$ cat src/verilog/uhtc_map.svh
// register map, field positions, reset values and timing counts of the
// usb host transaction control block; included by the package and the top.
`ifndef UHTC_MAP_SVH
`define UHTC_MAP_SVH

// ----------------------------------------------------------------------------
// register byte offsets
// ----------------------------------------------------------------------------
`define UHTC_OFF_RX_START 12'h000
`define UHTC_OFF_TX_START 12'h004
`define UHTC_OFF_AUX 12'h008
`define UHTC_OFF_TOKEN 12'h00C
`define UHTC_OFF_RX_CTRL 12'h010
`define UHTC_OFF_TX_LEN 12'h014
`define UHTC_OFF_TX_CTRL 12'h018
`define UHTC_OFF_STATUS 12'h01C

// ----------------------------------------------------------------------------
// field positions
// ----------------------------------------------------------------------------
`define UHTC_AUX_PRE_BIT 7
`define UHTC_AUX_SOF_BIT 6
`define UHTC_RX_TOG_BIT 7
`define UHTC_RX_AUTO_BIT 4
`define UHTC_RX_RES_BIT 2
`define UHTC_TX_TOG_BIT 6
`define UHTC_TX_AUTO_BIT 4
`define UHTC_TX_RES_BIT 0

// ----------------------------------------------------------------------------
// reset values
// ----------------------------------------------------------------------------
`define UHTC_RST_START 16'h0000
`define UHTC_RST_BYTE 8'h00

// ----------------------------------------------------------------------------
// packet ids and buffer layout
// ----------------------------------------------------------------------------
`define UHTC_PID_OUT 4'h1
`define UHTC_PID_IN 4'h9
`define UHTC_PID_SETUP 4'hD
`define UHTC_PID_SOF 4'h5
`define UHTC_PID_DATA0 4'h3
`define UHTC_PID_DATA1 4'hB
`define UHTC_HALF_OFFSET 15'h0040

// ----------------------------------------------------------------------------
// timing
// ----------------------------------------------------------------------------
`define UHTC_CLK_MHZ 100
`define UHTC_FRAME_US 1000
`define UHTC_FRAME_CYCLES (`UHTC_FRAME_US * `UHTC_CLK_MHZ)
`define UHTC_FRAME_CNT_W 20

`endif

$ cat src/verilog/uhtc_pkg.sv
// types shared by the usb host transaction control block.
// assumes the map header sits beside it in verilog/.
`default_nettype none
`include "uhtc_map.svh"

package uhtc_pkg;

    // ------------------------------------------------------------------------
    // transaction sequencer states
    // ------------------------------------------------------------------------
    typedef enum logic [2:0] {
        ST_IDLE = 3'b001,
        ST_TOKEN = 3'b010,
        ST_DATA = 3'b100
    } uhtc_state_t;

    // ------------------------------------------------------------------------
    // whole state of the block
    // ------------------------------------------------------------------------
    typedef struct packed {
        uhtc_state_t st;
        logic [15:0] rx_start;
        logic [15:0] tx_start;
        logic pre_en;
        logic sof_en;
        logic [7:0] token;
        logic rx_tog;
        logic rx_auto;
        logic rx_res;
        logic [7:0] tx_len;
        logic tx_tog;
        logic tx_auto;
        logic tx_res;
        logic start_pend;
        logic sof_pend;
        logic cur_sof;
        logic rx_match;
        logic last_ok;
        logic [`UHTC_FRAME_CNT_W-1:0] frame_cnt;
        logic [31:0] prdata;
    } uhtc_state_s_t;

endpackage : uhtc_pkg
`default_nettype wire

$ cat src/verilog/uhtc_top.sv
// usb host transaction control: apb register file and transaction sequencer
// feeding the packet engine. assumes a 100 MHz pclk, an apb master, and a
// packet engine that acknowledges tokens and reports each transaction's end.
`timescale 1ns/100ps
`default_nettype none
`include "uhtc_map.svh"

// Overview of operation
// software writes word aligned buffer start addresses
// preamble enable precedes low speed traffic
// auto frame start sends sof each frame
// without auto, software may issue sof token
// token upper nibble selects token pid
// token lower nibble selects target endpoint
// accept in data only on expected pid
// rx auto toggle flips after good reception
// rx no handshake bit suppresses ack
// tx length gives payload byte count
// tx toggle selects data1 or data0
// tx auto toggle flips after good send
// tx no handshake bit expects no ack
// dual tx buffer half chosen by toggle
// dual rx buffer half chosen by toggle
// failed transactions never flip toggles
module uhtc_top import uhtc_pkg::*; #(
    parameter int FRAME_CYCLES = `UHTC_FRAME_CYCLES
) (
    // clock and reset
    input wire logic pclk,
    input wire logic presetn,
    // apb slave
    input wire logic psel,
    input wire logic penable,
    input wire logic pwrite,
    input wire logic [11:0] paddr,
    input wire logic [31:0] pwdata,
    input wire logic [3:0] pstrb,
    output logic [31:0] prdata,
    output logic pready,
    output logic pslverr,
    // port and endpoint mode from neighbouring registers
    input wire logic low_speed,
    input wire logic tx_dual_buf,
    input wire logic rx_dual_buf,
    // token request to the packet engine
    output logic tok_req,
    output logic [3:0] tok_pid,
    output logic [3:0] tok_endp,
    output logic tok_pre,
    input wire logic tok_ack,
    // data phase setup
    output logic [3:0] tx_data_pid,
    output logic [7:0] tx_len,
    output logic [14:0] tx_addr,
    output logic [14:0] rx_addr,
    output logic tx_expect_ack,
    output logic rx_send_ack,
    // received data pid check and transaction end
    input wire logic rx_pid_stb,
    input wire logic [3:0] rx_pid,
    output logic rx_pid_ok,
    input wire logic xfer_done,
    input wire logic xfer_ok,
    output logic busy
);

    // ------------------------------------------------------------------------
    // elaboration checks
    // ------------------------------------------------------------------------
    if (FRAME_CYCLES < 2 || FRAME_CYCLES > (1 << `UHTC_FRAME_CNT_W)) begin : g_bad_frame
        $error("FRAME_CYCLES out of range for the frame counter");
    end

    localparam logic [`UHTC_FRAME_CNT_W-1:0] FRAME_LAST = `UHTC_FRAME_CNT_W'(FRAME_CYCLES - 1);

    // ------------------------------------------------------------------------
    // state and decode
    // ------------------------------------------------------------------------
    uhtc_state_s_t s_r;
    uhtc_state_s_t s_nxt;
    logic [31:0] rd_val;
    logic hit;
    logic wr;
    logic frame_tick;
    logic is_in;
    logic [3:0] exp_pid;
    logic pid_match;

    assign wr = psel && penable && pwrite;
    assign frame_tick = s_r.sof_en && (s_r.frame_cnt == FRAME_LAST);
    assign is_in = (s_r.token[7:4] == `UHTC_PID_IN);
    // expected data pid from the receive toggle
    assign exp_pid = s_r.rx_tog ? `UHTC_PID_DATA1 : `UHTC_PID_DATA0;
    assign pid_match = (rx_pid == exp_pid);

    // read mux and address decode
    always_comb begin
        hit = 1'b1;
        rd_val = 32'h0000_0000;
        unique case (paddr)
            `UHTC_OFF_RX_START: rd_val[15:0] = s_r.rx_start;
            `UHTC_OFF_TX_START: rd_val[15:0] = s_r.tx_start;
            `UHTC_OFF_AUX: begin
                rd_val[`UHTC_AUX_PRE_BIT] = s_r.pre_en;
                rd_val[`UHTC_AUX_SOF_BIT] = s_r.sof_en;
            end
            `UHTC_OFF_TOKEN: rd_val[7:0] = s_r.token;
            `UHTC_OFF_RX_CTRL: begin
                rd_val[`UHTC_RX_TOG_BIT] = s_r.rx_tog;
                rd_val[`UHTC_RX_AUTO_BIT] = s_r.rx_auto;
                rd_val[`UHTC_RX_RES_BIT] = s_r.rx_res;
            end
            `UHTC_OFF_TX_LEN: rd_val[7:0] = s_r.tx_len;
            `UHTC_OFF_TX_CTRL: begin
                rd_val[`UHTC_TX_TOG_BIT] = s_r.tx_tog;
                rd_val[`UHTC_TX_AUTO_BIT] = s_r.tx_auto;
                rd_val[`UHTC_TX_RES_BIT] = s_r.tx_res;
            end
            `UHTC_OFF_STATUS: rd_val[2:0] = {s_r.st != ST_IDLE, s_r.last_ok, s_r.rx_match};
            default: hit = 1'b0;
        endcase
    end

    // ------------------------------------------------------------------------
    // next state
    // ------------------------------------------------------------------------
    always_comb begin
        s_nxt = s_r;
        // read data is captured in the setup phase
        if (psel && !penable) begin
            s_nxt.prdata = rd_val;
        end
        // software writes; hardware toggle flips below take precedence
        if (wr && pstrb[0]) begin
            unique case (paddr)
                `UHTC_OFF_RX_START: s_nxt.rx_start[7:0] = pwdata[7:0];
                `UHTC_OFF_TX_START: s_nxt.tx_start[7:0] = pwdata[7:0];
                `UHTC_OFF_AUX: begin
                    s_nxt.pre_en = pwdata[`UHTC_AUX_PRE_BIT];
                    s_nxt.sof_en = pwdata[`UHTC_AUX_SOF_BIT];
                end
                `UHTC_OFF_TOKEN: s_nxt.token = pwdata[7:0];
                `UHTC_OFF_RX_CTRL: begin
                    s_nxt.rx_tog = pwdata[`UHTC_RX_TOG_BIT];
                    s_nxt.rx_auto = pwdata[`UHTC_RX_AUTO_BIT];
                    s_nxt.rx_res = pwdata[`UHTC_RX_RES_BIT];
                end
                `UHTC_OFF_TX_LEN: s_nxt.tx_len = pwdata[7:0];
                `UHTC_OFF_TX_CTRL: begin
                    s_nxt.tx_tog = pwdata[`UHTC_TX_TOG_BIT];
                    s_nxt.tx_auto = pwdata[`UHTC_TX_AUTO_BIT];
                    s_nxt.tx_res = pwdata[`UHTC_TX_RES_BIT];
                end
                default: ;
            endcase
        end
        if (wr && pstrb[1]) begin
            if (paddr == `UHTC_OFF_RX_START) begin
                s_nxt.rx_start[15:8] = pwdata[15:8];
            end
            if (paddr == `UHTC_OFF_TX_START) begin
                s_nxt.tx_start[15:8] = pwdata[15:8];
            end
        end
        // frame timer runs only while automatic sof is on
        if (!s_r.sof_en) begin
            s_nxt.frame_cnt = '0;
            s_nxt.sof_pend = 1'b0;
        end else if (frame_tick) begin
            s_nxt.frame_cnt = '0;
        end else begin
            s_nxt.frame_cnt = s_r.frame_cnt + 1'b1;
        end
        // transaction sequencer
        unique case (s_r.st)
            ST_IDLE: begin
                // a sof queued just as the enable was cleared is dropped, never sent
                if (s_r.sof_pend && s_r.sof_en) begin
                    s_nxt.st = ST_TOKEN;
                    s_nxt.cur_sof = 1'b1;
                    s_nxt.sof_pend = 1'b0;
                end else if (s_r.start_pend) begin
                    s_nxt.st = ST_TOKEN;
                    s_nxt.cur_sof = 1'b0;
                    s_nxt.start_pend = 1'b0;
                    s_nxt.rx_match = 1'b0;
                end
            end
            ST_TOKEN: begin
                if (tok_ack) begin
                    // a software sof token has no data phase
                    if (s_r.cur_sof || s_r.token[7:4] == `UHTC_PID_SOF) begin
                        s_nxt.st = ST_IDLE;
                        s_nxt.cur_sof = 1'b0;
                    end else begin
                        s_nxt.st = ST_DATA;
                    end
                end
            end
            ST_DATA: begin
                if (rx_pid_stb && pid_match) begin
                    s_nxt.rx_match = 1'b1;
                end
                if (xfer_done) begin
                    s_nxt.st = ST_IDLE;
                    if (is_in) begin
                        s_nxt.last_ok = xfer_ok && (s_r.rx_match || (rx_pid_stb && pid_match));
                        if (xfer_ok && (s_r.rx_match || (rx_pid_stb && pid_match)) && s_r.rx_auto) begin
                            s_nxt.rx_tog = !s_r.rx_tog;
                        end
                    end else begin
                        s_nxt.last_ok = xfer_ok;
                        if (xfer_ok && s_r.tx_auto) begin
                            s_nxt.tx_tog = !s_r.tx_tog;
                        end
                    end
                end
            end
            default: s_nxt.st = ST_IDLE;
        endcase
        // frame tick and software start are set after the clears: set wins
        if (frame_tick) begin
            s_nxt.sof_pend = 1'b1;
        end
        if (wr && pstrb[0] && paddr == `UHTC_OFF_TOKEN && s_r.st == ST_IDLE) begin
            s_nxt.start_pend = 1'b1;
        end
    end

    // state register
    always_ff @(posedge pclk or negedge presetn) begin
        if (!presetn) begin
            s_r <= '{st: ST_IDLE, rx_start: `UHTC_RST_START, tx_start: `UHTC_RST_START,
                     token: `UHTC_RST_BYTE, tx_len: `UHTC_RST_BYTE, frame_cnt: '0,
                     prdata: 32'h0000_0000, default: 1'b0};
        end else begin
            s_r <= s_nxt;
        end
    end

    // ------------------------------------------------------------------------
    // outputs
    // ------------------------------------------------------------------------
    assign prdata = s_r.prdata;
    assign pready = 1'b1;
    assign pslverr = psel && penable && !hit;
    assign busy = (s_r.st != ST_IDLE);
    assign tok_req = (s_r.st == ST_TOKEN);
    assign tok_pid = s_r.cur_sof ? `UHTC_PID_SOF : s_r.token[7:4];
    assign tok_endp = s_r.token[3:0];
    assign tok_pre = s_r.pre_en && low_speed;
    assign tx_data_pid = s_r.tx_tog ? `UHTC_PID_DATA1 : `UHTC_PID_DATA0;
    assign tx_len = s_r.tx_len;
    // only the low fifteen address bits are used; alignment is software's duty
    assign tx_addr = s_r.tx_start[14:0] + ((tx_dual_buf && s_r.tx_tog) ? `UHTC_HALF_OFFSET : 15'h0000);
    assign rx_addr = s_r.rx_start[14:0] + ((rx_dual_buf && s_r.rx_tog) ? `UHTC_HALF_OFFSET : 15'h0000);
    assign tx_expect_ack = !s_r.tx_res;
    assign rx_send_ack = !s_r.rx_res;
    assign rx_pid_ok = rx_pid_stb && pid_match;
endmodule : uhtc_top
`default_nettype wire

$ cat config.mk
export PLATFORM = sky130hd
export DESIGN_NAME = uhtc_top
export DESIGN_NICKNAME = d
export VERILOG_FILES = /design/src/verilog/uhtc_pkg.sv /design/src/verilog/uhtc_top.sv
export VERILOG_INCLUDE_DIRS = /design/src /design/src/verilog
export SDC_FILE = /design/constraint.sdc
export NUM_CORES = 1
export LEC_CHECK = 0
export ABC_CLOCK_PERIOD_IN_PS = 2350
export BUFFER_PORTS_ARGS = -buffer_cell sky130_fd_sc_hd__buf_4
export CAP_MARGIN = 30
export CORE_ASPECT_RATIO = 0.8
export CORE_MARGIN = 2
export CORE_UTILIZATION = 48
export CTS_CLUSTER_SIZE = 12
export DETAILED_ROUTE_END_ITERATION = 10
export GPL_TIMING_DRIVEN = 0
export PLACE_DENSITY_LB_ADDON = 0.05
export RECOVER_POWER = 100
export SYNTH_ARGS = -nofsm -noshare
export SYNTH_HDL_FRONTEND = slang
export SYNTH_SLANG_ARGS = --single-unit
$ cat constraint.sdc
create_clock -name pclk -period 2.35 [get_ports pclk]
set_clock_uncertainty 0.05 [all_clocks]
set_input_delay 0.47 -clock pclk [delete_from_list [all_inputs] [get_ports pclk]]
set_output_delay 0.47 -clock pclk [all_outputs]
set_load 0.02 [all_outputs]
==> reports/results.ini, run 1 <==
[yosys]
syn-cell-area_sq_mm = 0.00556
yosysTopAreaCell = dfrtp_1
synth_most_common_cell = dfrtp_1
ys_seq_area_share_pct = 45.0
synthTopCellsByArea = dfrtp_1 (45%), mux2_2 (12%), buf_4 (8.2%)
ys_ff_latch = 100
synthArstFlopShare_pct = 100
synth-main-ff-cell = dfrtp_1
ys_types = 59
ys_warn_count = 0
avgSynthCellArea_sq_um = 10.7
yosys.area.top_type_share_pct = 44.6
synth_common_cells = dfrtp_1 (99), buf_4 (61), mux2_2 (60)
synth_edf_count = 0
netlist_instances = 518

[cts]
cts.sinks = 100
htreeDepth = 3
cts_tree = yes
clk_pin_slew_ns = 0.07
hold_buffers = 0
cts_buffers = 9
cts_buffer_depth = 2
cts_root_buffer = clkbuf_16
clk_latency_ns = 0.34

[place]
dp_hpwl_microns = 10100
portBuffers = 113
place_congestion = 0.845
place_inst = 798
place_ws_ns = -0.545

[detailed_routing]
routedWlPerCell_microns = 16.5
drc_errors = 0
ant_nets = 0
num_vias = 4373
drt-initial-drc-count = 289
finalWirelength_microns = 13700
drt_first_pass_iters = 4
vias_per_cell = 5.26

[global_routing]
track_usage_pct = 22.2
grt_pass1_vias = 4120
grt_overflow = 0
grt_max_degree = 55
antenna_found_initial = 0
grt_pass1_wl_microns = 21900

[cells_and_area]
nets = 748
stdcell_count = 832
n_fill_cell = 1017
syn2layout_area_growth_pct = 24.6
num_antenna_cells = 0
drive_above_1_share_pct = 35.2
final_util_pct = 60.8

[sta]
hold_viol_final = 0
fmax_mhz = 431
setup_violations = 0
setup_slack_ns = 0.0320
slew_headroom_pct = 18.2
rsz0062_at_grt = yes
tns_ns = 0
fin_crit_sh_pct = 98.6
slew_viol_final = 0
tightest_slew_ns = 1.23
fin_crit_ns = 2.32

[floorplanning]
io-pin-count = 154
rows = 35
fp.dieH_microns = 100
die_x_microns = 124
start_util_pct = 48.8
die_area_sq_mm = 0.0125
core-area_sq_mm = 0.0114

[setup_path]
worstSetupStartpointType = register
worstPathArrival_ns = 2.50
worstSetupPathType = register to register
worstRegToRegCells = 6
cp-end-kind = register
critPathRequiredTime_ns = 2.53
critPathMaxFanout = 10

[power]
powerDensity_mw_per_mm2 = 569
ir_drop_mv = 0.412
finalPower_uw = 3940
leakagePower_uw = 0.00334

[worst_hold_path]
worstHoldPathCells = 2
hold_path_class = input port to register

[outcome]
status = finished clean

[flow_run]
maxCapViolations = 0

[final timing paths]
check                                       startpoint                       to  slack (ns)
worst max-delay path                 s_r[43]$_DFF_PN0_        s_r[50]$_DFF_PN0_        0.03
worst min register to register  prdata[15]$_DFFE_PN0P_   prdata[15]$_DFFE_PN0P_        0.43
max in group asynchronous                      presetn        s_r[70]$_DFF_PN0_        0.43
worst min-delay path                           tok_ack     s_r[114]$_DFFE_PN0P_        0.28
worst max register to register       s_r[43]$_DFF_PN0_        s_r[50]$_DFF_PN0_        0.03
min in group asynchronous                      presetn  tok_endp[1]$_DFFE_PN0P_        0.32
[report_power, final]
| group | internal, uW | switching [uW] |
|---|---|---|
| sequential | 1780 | 47.6 |
| clock | 853 | 659 |
| combinational | 251 | 350 |
[cell usage in the layout (no fill, tap or decap), types with 10 or more instances in the layout]
cell and count:
buf_4 126, dfrtp_1 98, clkbuf_1 70, mux2_2 60
nor2_1 50, nand2_1 31, xnor2_1 20, nand3_1 20
conb_1 20, xor2_1 11, a221oi_1 10
[sequential cells by signal (all words and copies together) (netlist names)]
| signal | flops |
|---|---|
| tok_endp | 4 |
| prdata | 16 |
| tx_len | 8 |
| s_r | 72 |
[per-stage QoR]
step,hold slack (ns),cell area (sq um)
after global placement,0.417,6660
after floorplan,0.124,5630
after global routing,0.276,6930
after detailed placement,0.423,6690
final,0.278,6930
after CTS,0.122,7060
[repair_timing]
item                                    4_1_cts  5_1_grt
pin swaps                                     3        4
resized for setup                             3       10
endpoints found under the setup margin       39       62
buffers inserted                              7       11
[layout make-up]
cell class | instances | area (sq um) | area share [%]
Multi-Input combinational cell | 351 | 2570 | 37.1
Sequential cell | 100 | 2500 | 36.2
Timing Repair Buffer | 132 | 791 | 11.4
Buffer | 76 | 539 | 7.78
Clock buffer | 10 | 239 | 3.45
Tap cell | 148 | 185 | 2.67
Clock inverter | 6 | 63.8 | 0.921
Inverter | 9 | 33.8 | 0.488
[layer usage]
layer / wire length (microns) / GRT usage, %
met5: 0 / 0
met4: 86 / 3.28
met3: 855 / 4.74
met2: 6280 / 34.3
met1: 6500 / 33.0
[logic make-up (layout without fill, tap and decap cells)]
kind of cell,after synthesis,count (layout),synth area share (%)
fa+ha+maj,5,5,1.13
buf+inv,85,233,10.3
mux,68,68,13.9
compound gates,51,51,6.59
flops,100,100,45.0
simple gates,175,175,17.9
other cells,2,20,0.135
xor+xnor,32,32,5.04
[worst max-delay path, stage by stage, from the launching register on]
cell and delay (ns):
dfrtp_1 0.41, or4b_1 0.51, or4_1 0.41, or4_4 0.54, nand2_8 0.11, buf_12 0.13
nor2_1 0.05
No activity file was read; power rests on OpenSTA's default activity.
==> run 2, diff against run 1 <==
--- a/config.mk
+++ b/config.mk
@@ -17,6 +17,7 @@
 export GPL_TIMING_DRIVEN = 0
 export PLACE_DENSITY_LB_ADDON = 0.05
 export RECOVER_POWER = 100
+export REMOVE_ABC_BUFFERS = 1
 export SYNTH_ARGS = -nofsm -noshare
 export SYNTH_HDL_FRONTEND = slang
 export SYNTH_SLANG_ARGS = --single-unit
==> run 2 against run 1 <==
- the run now ends with capacitance limit, slew limit left
- critical path depth fell by 1
- combinational power is 11% lower
- maximum frequency grew 0.84%
- cell count shrank 10%
- wire length down 6.8%
- largest power group unchanged
- register-to-register slack improved by 0.02 ns
- sequential power is essentially flat
- hold slack improved by 0.013 ns
- utilization fell by 5.5 points
- critical path type unchanged
- final area down 9.0%
- via count down 8.8%
- setup slack improved by 0.019 ns
==> reports/results.ini, run 2 (same netlist as run 1, synthesis figures left out) <==
[detailed_routing]
drc_errors = 0  ; unchanged
drt-initial-drc-count = 213  ; -26%
vias_per_cell = 5.33  ; +1.4%
num_vias = 3987  ; -8.8%
drt_first_pass_iters = 4  ; unchanged
routedWlPerCell_microns = 17.1  ; +3.6%
finalWirelength_microns = 12800  ; -6.8%
ant_nets = 0  ; unchanged

[cts]
clk_latency_ns = 0.34  ; about the same
cts_buffer_depth = 2  ; unchanged
cts_buffers = 9  ; unchanged
htreeDepth = 3  ; unchanged
cts_root_buffer = clkbuf_16
cts.sinks = 100  ; unchanged
clk_pin_slew_ns = 0.07  ; about the same
cts_tree = yes
hold_buffers = 0  ; unchanged

[setup_path]
cp-end-kind = register
critPathMaxFanout = 9  ; -1
critPathRequiredTime_ns = 2.53  ; about the same
worstSetupStartpointType = register
reg2reg_from = s_r[44]$_DFF_PN0_
crit_start = s_r[44]$_DFF_PN0_
worstSetupPathType = register to register
worstPathArrival_ns = 2.48  ; -0.02 ns

[global_routing]
grt_overflow = 0  ; unchanged
grt_pass1_vias = 3946  ; -4.2%
antenna_found_initial = 0  ; unchanged
track_usage_pct = 20.9  ; -1.3 points
grt_max_degree = 73  ; +33%
grt_pass1_wl_microns = 20600  ; -6.1%

[place]
place_congestion = 0.803  ; -4.9%
dp_hpwl_microns = 9170  ; -9.5%
dpl-instance-area_sq_mm = 0.00616  ; -7.8%
portBuffers = 115  ; +1.8%

[floorplanning]
fp.dieH_microns = 100  ; unchanged
die_area_sq_mm = 0.0125  ; unchanged
start_util_pct = 48.8  ; unchanged
io-pin-count = 154  ; unchanged
rows = 35  ; unchanged
core-area_sq_mm = 0.0114  ; unchanged
die_x_microns = 124  ; unchanged

[cells_and_area]
final_area_sq_mm = 0.00631  ; -9.0%
n_fill_cell = 1088  ; +7.0%
largest_register_ffs = 72  ; unchanged
num_antenna_cells = 0  ; unchanged
multi_input_area_sq_mm = 0.00262  ; +1.9%
drive_above_1_share_pct = 28.7  ; -6.6 points
nets = 664  ; -11%
max_flop_register = s_r
regArea_sq_mm = 0.00251  ; about the same
syn2layout_area_growth_pct = 13.4
final_cell_mix = dfrtp_1 (96), mux2_2 (60), clkbuf_1 (58)
final_common_cell = dfrtp_1

[worst_hold_path]
hold_path_class = input port to register
hold_start = tok_ack

[sta]
fin_crit_sh_pct = 97.8  ; -0.82 points
fmax_mhz = 435  ; +0.84%
slew_viol_final = 30  ; +30
fin_crit_ns = 2.30  ; -0.0193 ns
tightest_slew_ns = 1.60  ; +0.372 ns
slew_headroom_pct = -6.53  ; -25 points
rsz0062_at_grt = yes
hold_viol_final = 0  ; unchanged
setup_violations = 0  ; unchanged

[power]
leakagePower_uw = 0.00291  ; -13%
ir_drop_mv = 0.347  ; -16%
finalPower_uw = 3670  ; -7.0%
p_sw_share_pct = 26.6  ; -0.20 points
power_frac_seq_pct = 49.7  ; +3.3 points
powerDensity_mw_per_mm2 = 581  ; +2.1%
p_switching_uw = 975  ; -7.7%
power_frac_comb_pct = 14.6  ; -0.6 points
p_clk_share_pct = 35.7  ; -2.6 points
p_int_uw = 2690  ; -6.8%

[outcome]
status = finished, violations left
violations = capacitance limit, slew limit

[flow_run]
maxCapViolations = 1  ; +1

==> run 2: cell types whose count changed in the layout (fill, tap and decap cells not counted), sizes merged <==
cell,change
bufinv,-1
buf,-76
clkinvlp,-2
clkbuf,-6
nand2,+1
==> run 2: worst paths after layout <==
check / end / slack (ns) / cells after the start
hold reg to reg: prdata[6]$_DFFE_PN0P_ / 0.43 / 2
setup reg to reg: s_r[50]$_DFF_PN0_ / 0.05 / 5
setup / recovery: s_r[50]$_DFF_PN0_ / 0.05 / 5
max in group asynchronous: s_r[79]$_DFFE_PN0P_ / 0.41 / 2
min in group asynchronous: s_r[40]$_DFF_PN0_ / 0.47 / 1
hold / removal: s_r[114]$_DFFE_PN0P_ / 0.29 / 2
==> run 2: area by class of cell <==
| class | count | share of cell area (%) |
|---|---|---|
| multi-input cells | 352 | 41.5 |
| inverters | 9 | 0.536 |
| clock inverters | 3 | 0.238 |
| flip-flops and latches | 100 | 39.8 |
| repair buffers | 123 | 11.2 |
| well taps | 148 | 2.94 |
| clock buffers | 13 | 3.81 |
==> run 2: repair_timing <==
item,4_1_cts,5_1_grt
hold endpoints to repair,0,0
resized for setup,7,9
setup buffers,0,7
gates cloned,0,1
endpoints found under the setup margin,31,45
pin swaps,1,7
==> run 2: critical path, cell delays in order, from the launching register on <==
cell     delay, ns
dfrtp_1       0.41
or4b_1        0.53
or4_1         0.47
or4_4         0.53
nand2_8       0.13
nor2_1        0.06
==> run 2: stage by stage <==
| step | setup slack, ns | cells | setup TNS (ns) | util (%) | hold WS [ns] |
|---|---|---|---|---|---|
| after floorplan | -0.0592 | 460 | -0.117 | - | 0.124 |
| after global placement | -0.351 | 723 | -14.10 | 53.9 | 0.402 |
| after detailed placement | -0.384 | 724 | -15.22 | 54.1 | 0.378 |
| after CTS | 0.00838 | 740 | 0 | 56.5 | 0.00774 |
| after global routing | -0.0265 | 748 | -0.261 | 55.4 | 0.285 |
| final | 0.0513 | 748 | 0 | 55.4 | 0.290 |
==> run 2: power groups by stage <==
stage	Combinational (uW)	Clock [uW]	Sequential, uW
6_report	536	1310	1820
5_1_grt	596	1440	1830
4_1_cts	591	1360	1830
3_5_place_dp	588	0	1860
3_3_place_gp	575	0	1860
2_1_floorplan	296	0	1870
==> run 2: metal layers <==
layer	vias to the layer above	part of all wire, %	track usage (%)
li1	1902	-	-
met1	1953	45	28.5
met2	121	48	34.1
met3	11	6.0	5.22
met4	0	0.91	4.67
met5	-	0	0
==> run 3, diff against run 2 <==
--- a/config.mk
+++ b/config.mk
@@ -15,7 +15,7 @@
 export CTS_CLUSTER_SIZE = 12
 export DETAILED_ROUTE_END_ITERATION = 10
 export GPL_TIMING_DRIVEN = 0
-export PLACE_DENSITY_LB_ADDON = 0.05
+export PLACE_DENSITY = 0.86
 export RECOVER_POWER = 100
 export REMOVE_ABC_BUFFERS = 1
 export SYNTH_ARGS = -nofsm -noshare
==> run 3 against run 2 <==
- the flow finishes with violations (setup timing)
- combinational power decreased by 1%
- critical path depth unchanged
- maximum frequency decreased by 3.3%
- power increased by 1.3%
- utilization decreased by 0.41 points
- register-to-register slack got worse by 0.03 ns
- setup slack got worse by 0.078 ns
- first-iteration DRC count increased by 9.4%
- critical path type is now input port to register
- critical endpoint is now s_r[69]$_DFFE_PN0P_
- largest cell class unchanged
==> reports/results.ini, run 3 (same netlist as run 1, synthesis figures left out) <==
[detailed_routing]
wl_met3_microns = 946  ; +24%
drc_errors = 0  ; unchanged
drt-initial-drc-count = 233  ; +9.4%
highest_layer = met4
finalWirelength_microns = 13400  ; +4.8%
vias_per_cell = 5.62  ; +5.4%
ant_nets = 0  ; unchanged
drt_first_pass_iters = 4  ; unchanged
met2_length_microns = 6540  ; +7.2%
num_vias = 4195  ; +5.2%
routedWlPerCell_microns = 17.9  ; +4.9%
wl_met1_microns = 5780  ; -0.52%

[outcome]
violations = setup timing
status = finished, violations left

[sta]
fin_crit_sh_pct = 101  ; +3.3 points
rsz0062_at_grt = yes
fmax_mhz = 421  ; -3.3%
hold_viol_final = 0  ; unchanged
slew_viol_final = 0  ; -100%
fin_crit_ns = 2.38  ; +0.0780 ns
slew_headroom_pct = 35.9  ; +42 points
tns_ns = -0.0267  ; -0.0267 ns
tightest_slew_ns = 0.962  ; -0.636 ns
setup_slack_ns = -0.0267  ; -0.0780 ns
setup_violations = 1  ; +1

[global_routing]
grt_pass1_vias = 4053  ; +2.7%
grt_max_degree = 62  ; -15%
antenna_found_initial = 0  ; unchanged
grt_pass1_wl_microns = 21100  ; +2.8%
grt_overflow = 0  ; unchanged
track_usage_pct = 21.4  ; +0.56 points

[floorplanning]
fp.dieH_microns = 100  ; unchanged
io-pin-count = 154  ; unchanged
core-area_sq_mm = 0.0114  ; unchanged
rows = 35  ; unchanged
start_util_pct = 48.8  ; unchanged
die_x_microns = 124  ; unchanged
die_area_sq_mm = 0.0125  ; unchanged

[cells_and_area]
syn2layout_area_growth_pct = 12.6
regArea_sq_mm = 0.00251  ; unchanged
final_common_cell = dfrtp_1
max_flop_register = s_r
final_cell_mix = dfrtp_1 (96), mux2_2 (60), clkbuf_1 (60)
nets = 663  ; -0.15%
multi_input_area_sq_mm = 0.00257  ; -1.9%
num_antenna_cells = 0  ; unchanged
largest_register_ffs = 72  ; unchanged
stdcell_count = 747  ; -0.13%
drive_above_1_share_pct = 28.4  ; -0.29 points
n_fill_cell = 1010  ; -7.2%

[setup_path]
r2r_slack_ns = 0.02  ; -0.03 ns
timing.rr.end = s_r[45]$_DFF_PN0_
cp-end-kind = register
cp.depth = 5  ; unchanged
path_cells = buf_4, or4_1, or2_2, nor4b_2, mux2_2
crit_family = simple AND/OR/NAND/NOR gates
critPathRequiredTime_ns = 2.53  ; about the same
worstRegToRegCells = 5  ; unchanged
worstSetupStartpointType = input port
reg2reg_from = s_r[44]$_DFF_PN0_
critPathMaxFanout = 6  ; -3
worstSetupPathType = input port to register
max_stage_delay_ns = 0.70  ; +0.17 ns
worst_path_max_delay_cell = or4_1
worst-path-buf-inv = 1  ; +1
worstPathArrival_ns = 2.56  ; +0.08 ns

[flow_run]
maxCapViolations = 0  ; -1

[power]
powerDensity_mw_per_mm2 = 593  ; +2.0%
ir_drop_mv = 0.347  ; +0.11%
leakagePower_uw = 0.00289  ; -0.75%

[cts]
cts_tree = yes
cts.sinks = 100  ; unchanged
cts_buffer_depth = 2  ; unchanged
clk_latency_ns = 0.34  ; about the same
cts_buffers = 9  ; unchanged
clk_pin_slew_ns = 0.06  ; about the same
htreeDepth = 3  ; unchanged
cts_root_buffer = clkbuf_16

[worst_hold_path]
hold_path_class = input port to asynchronous set/reset pin

[place]
place_inst = 724  ; unchanged
dp_hpwl_microns = 9480  ; +3.4%
portBuffers = 115  ; unchanged
place_congestion = 0.860  ; +7.0%

-- run 3: changes by cell type in the layout (fill, tap and decap cells not counted), sizes merged --
cell / change
buf: +3
clkbuf: -3
clkinv: -1
-- run 3: report_power, final --
part | internal, uW | switching (uW) | leakage, uW
combinational | 193 | 337 | 0.00140
sequential | 1780 | 44.7 | 0.00136
clock | 746 | 611 | 0.000131
-- run 3: cell type report --
cell class	count	share of cell area (%)
multi-input cells	352	41.1
flip-flops and latches	100	40.1
repair buffers	122	11.2
clock buffers	14	4.06
well taps	148	2.96
inverters	9	0.540
clock inverters	2	0.160
-- run 3: worst reg2reg max path: cells and delay by family, from the launching register on --
kind	cells	cell delay, ns
AND/OR/NAND/NOR	5	1.73
flip-flops	1	0.43
-- run 3: metal layers --
| metal | GRT usage, % | vias up |
|---|---|---|
| li1 | - | 1910 |
| met1 | 28.0 | 2100 |
| met2 | 34.6 | 174 |
| met3 | 7.20 | 11 |
| met4 | 5.70 | 0 |
| met5 | 0 | - |
-- run 3: metrics by stage --
| step | hold WS, ns | worst slack (ns) | power (uW) | util, % | instance area [sq um] |
|---|---|---|---|---|---|
| 2_1_floorplan | 0.124 | -0.0592 | 2170 | - | 5090 |
| 3_3_place_gp | 0.413 | -0.310 | 2420 | 53.9 | 6140 |
| 3_5_place_dp | 0.430 | -0.347 | 2440 | 54.1 | 6160 |
| 4_1_cts | 0.0632 | 0.0000684 | 3790 | 56.8 | 6470 |
| 5_1_grt | 0.279 | -0.0464 | 3870 | 55.0 | 6260 |
| 6_report | 0.223 | -0.0267 | 3710 | 55.0 | 6260 |
-- run 3: worst max-delay path by stage --
stage                            startpoint              endpoint  slack [ns]
after floorplan                    paddr[9]   s_r[69]$_DFFE_PN0P_       -0.06
after global placement             paddr[9]   s_r[58]$_DFFE_PN0P_       -0.31
after detailed placement           paddr[5]   s_r[87]$_DFFE_PN0P_       -0.35
after CTS                 s_r[44]$_DFF_PN0_     s_r[48]$_DFF_PN0_     0.00007
after global routing               paddr[9]  s_r[104]$_DFFE_PN0P_       -0.05
final                              paddr[9]   s_r[69]$_DFFE_PN0P_       -0.03
-- run 3: timing repair --
| item | in CTS | in global routing |
|---|---|---|
| hold buffers | 0 | 0 |
| pin swaps | 1 | 7 |
| gates resized for setup | 8 | 6 |
| setup buffers | 2 | 4 |
| cloned | 0 | 1 |
| endpoints found under the setup margin | 27 | 56 |
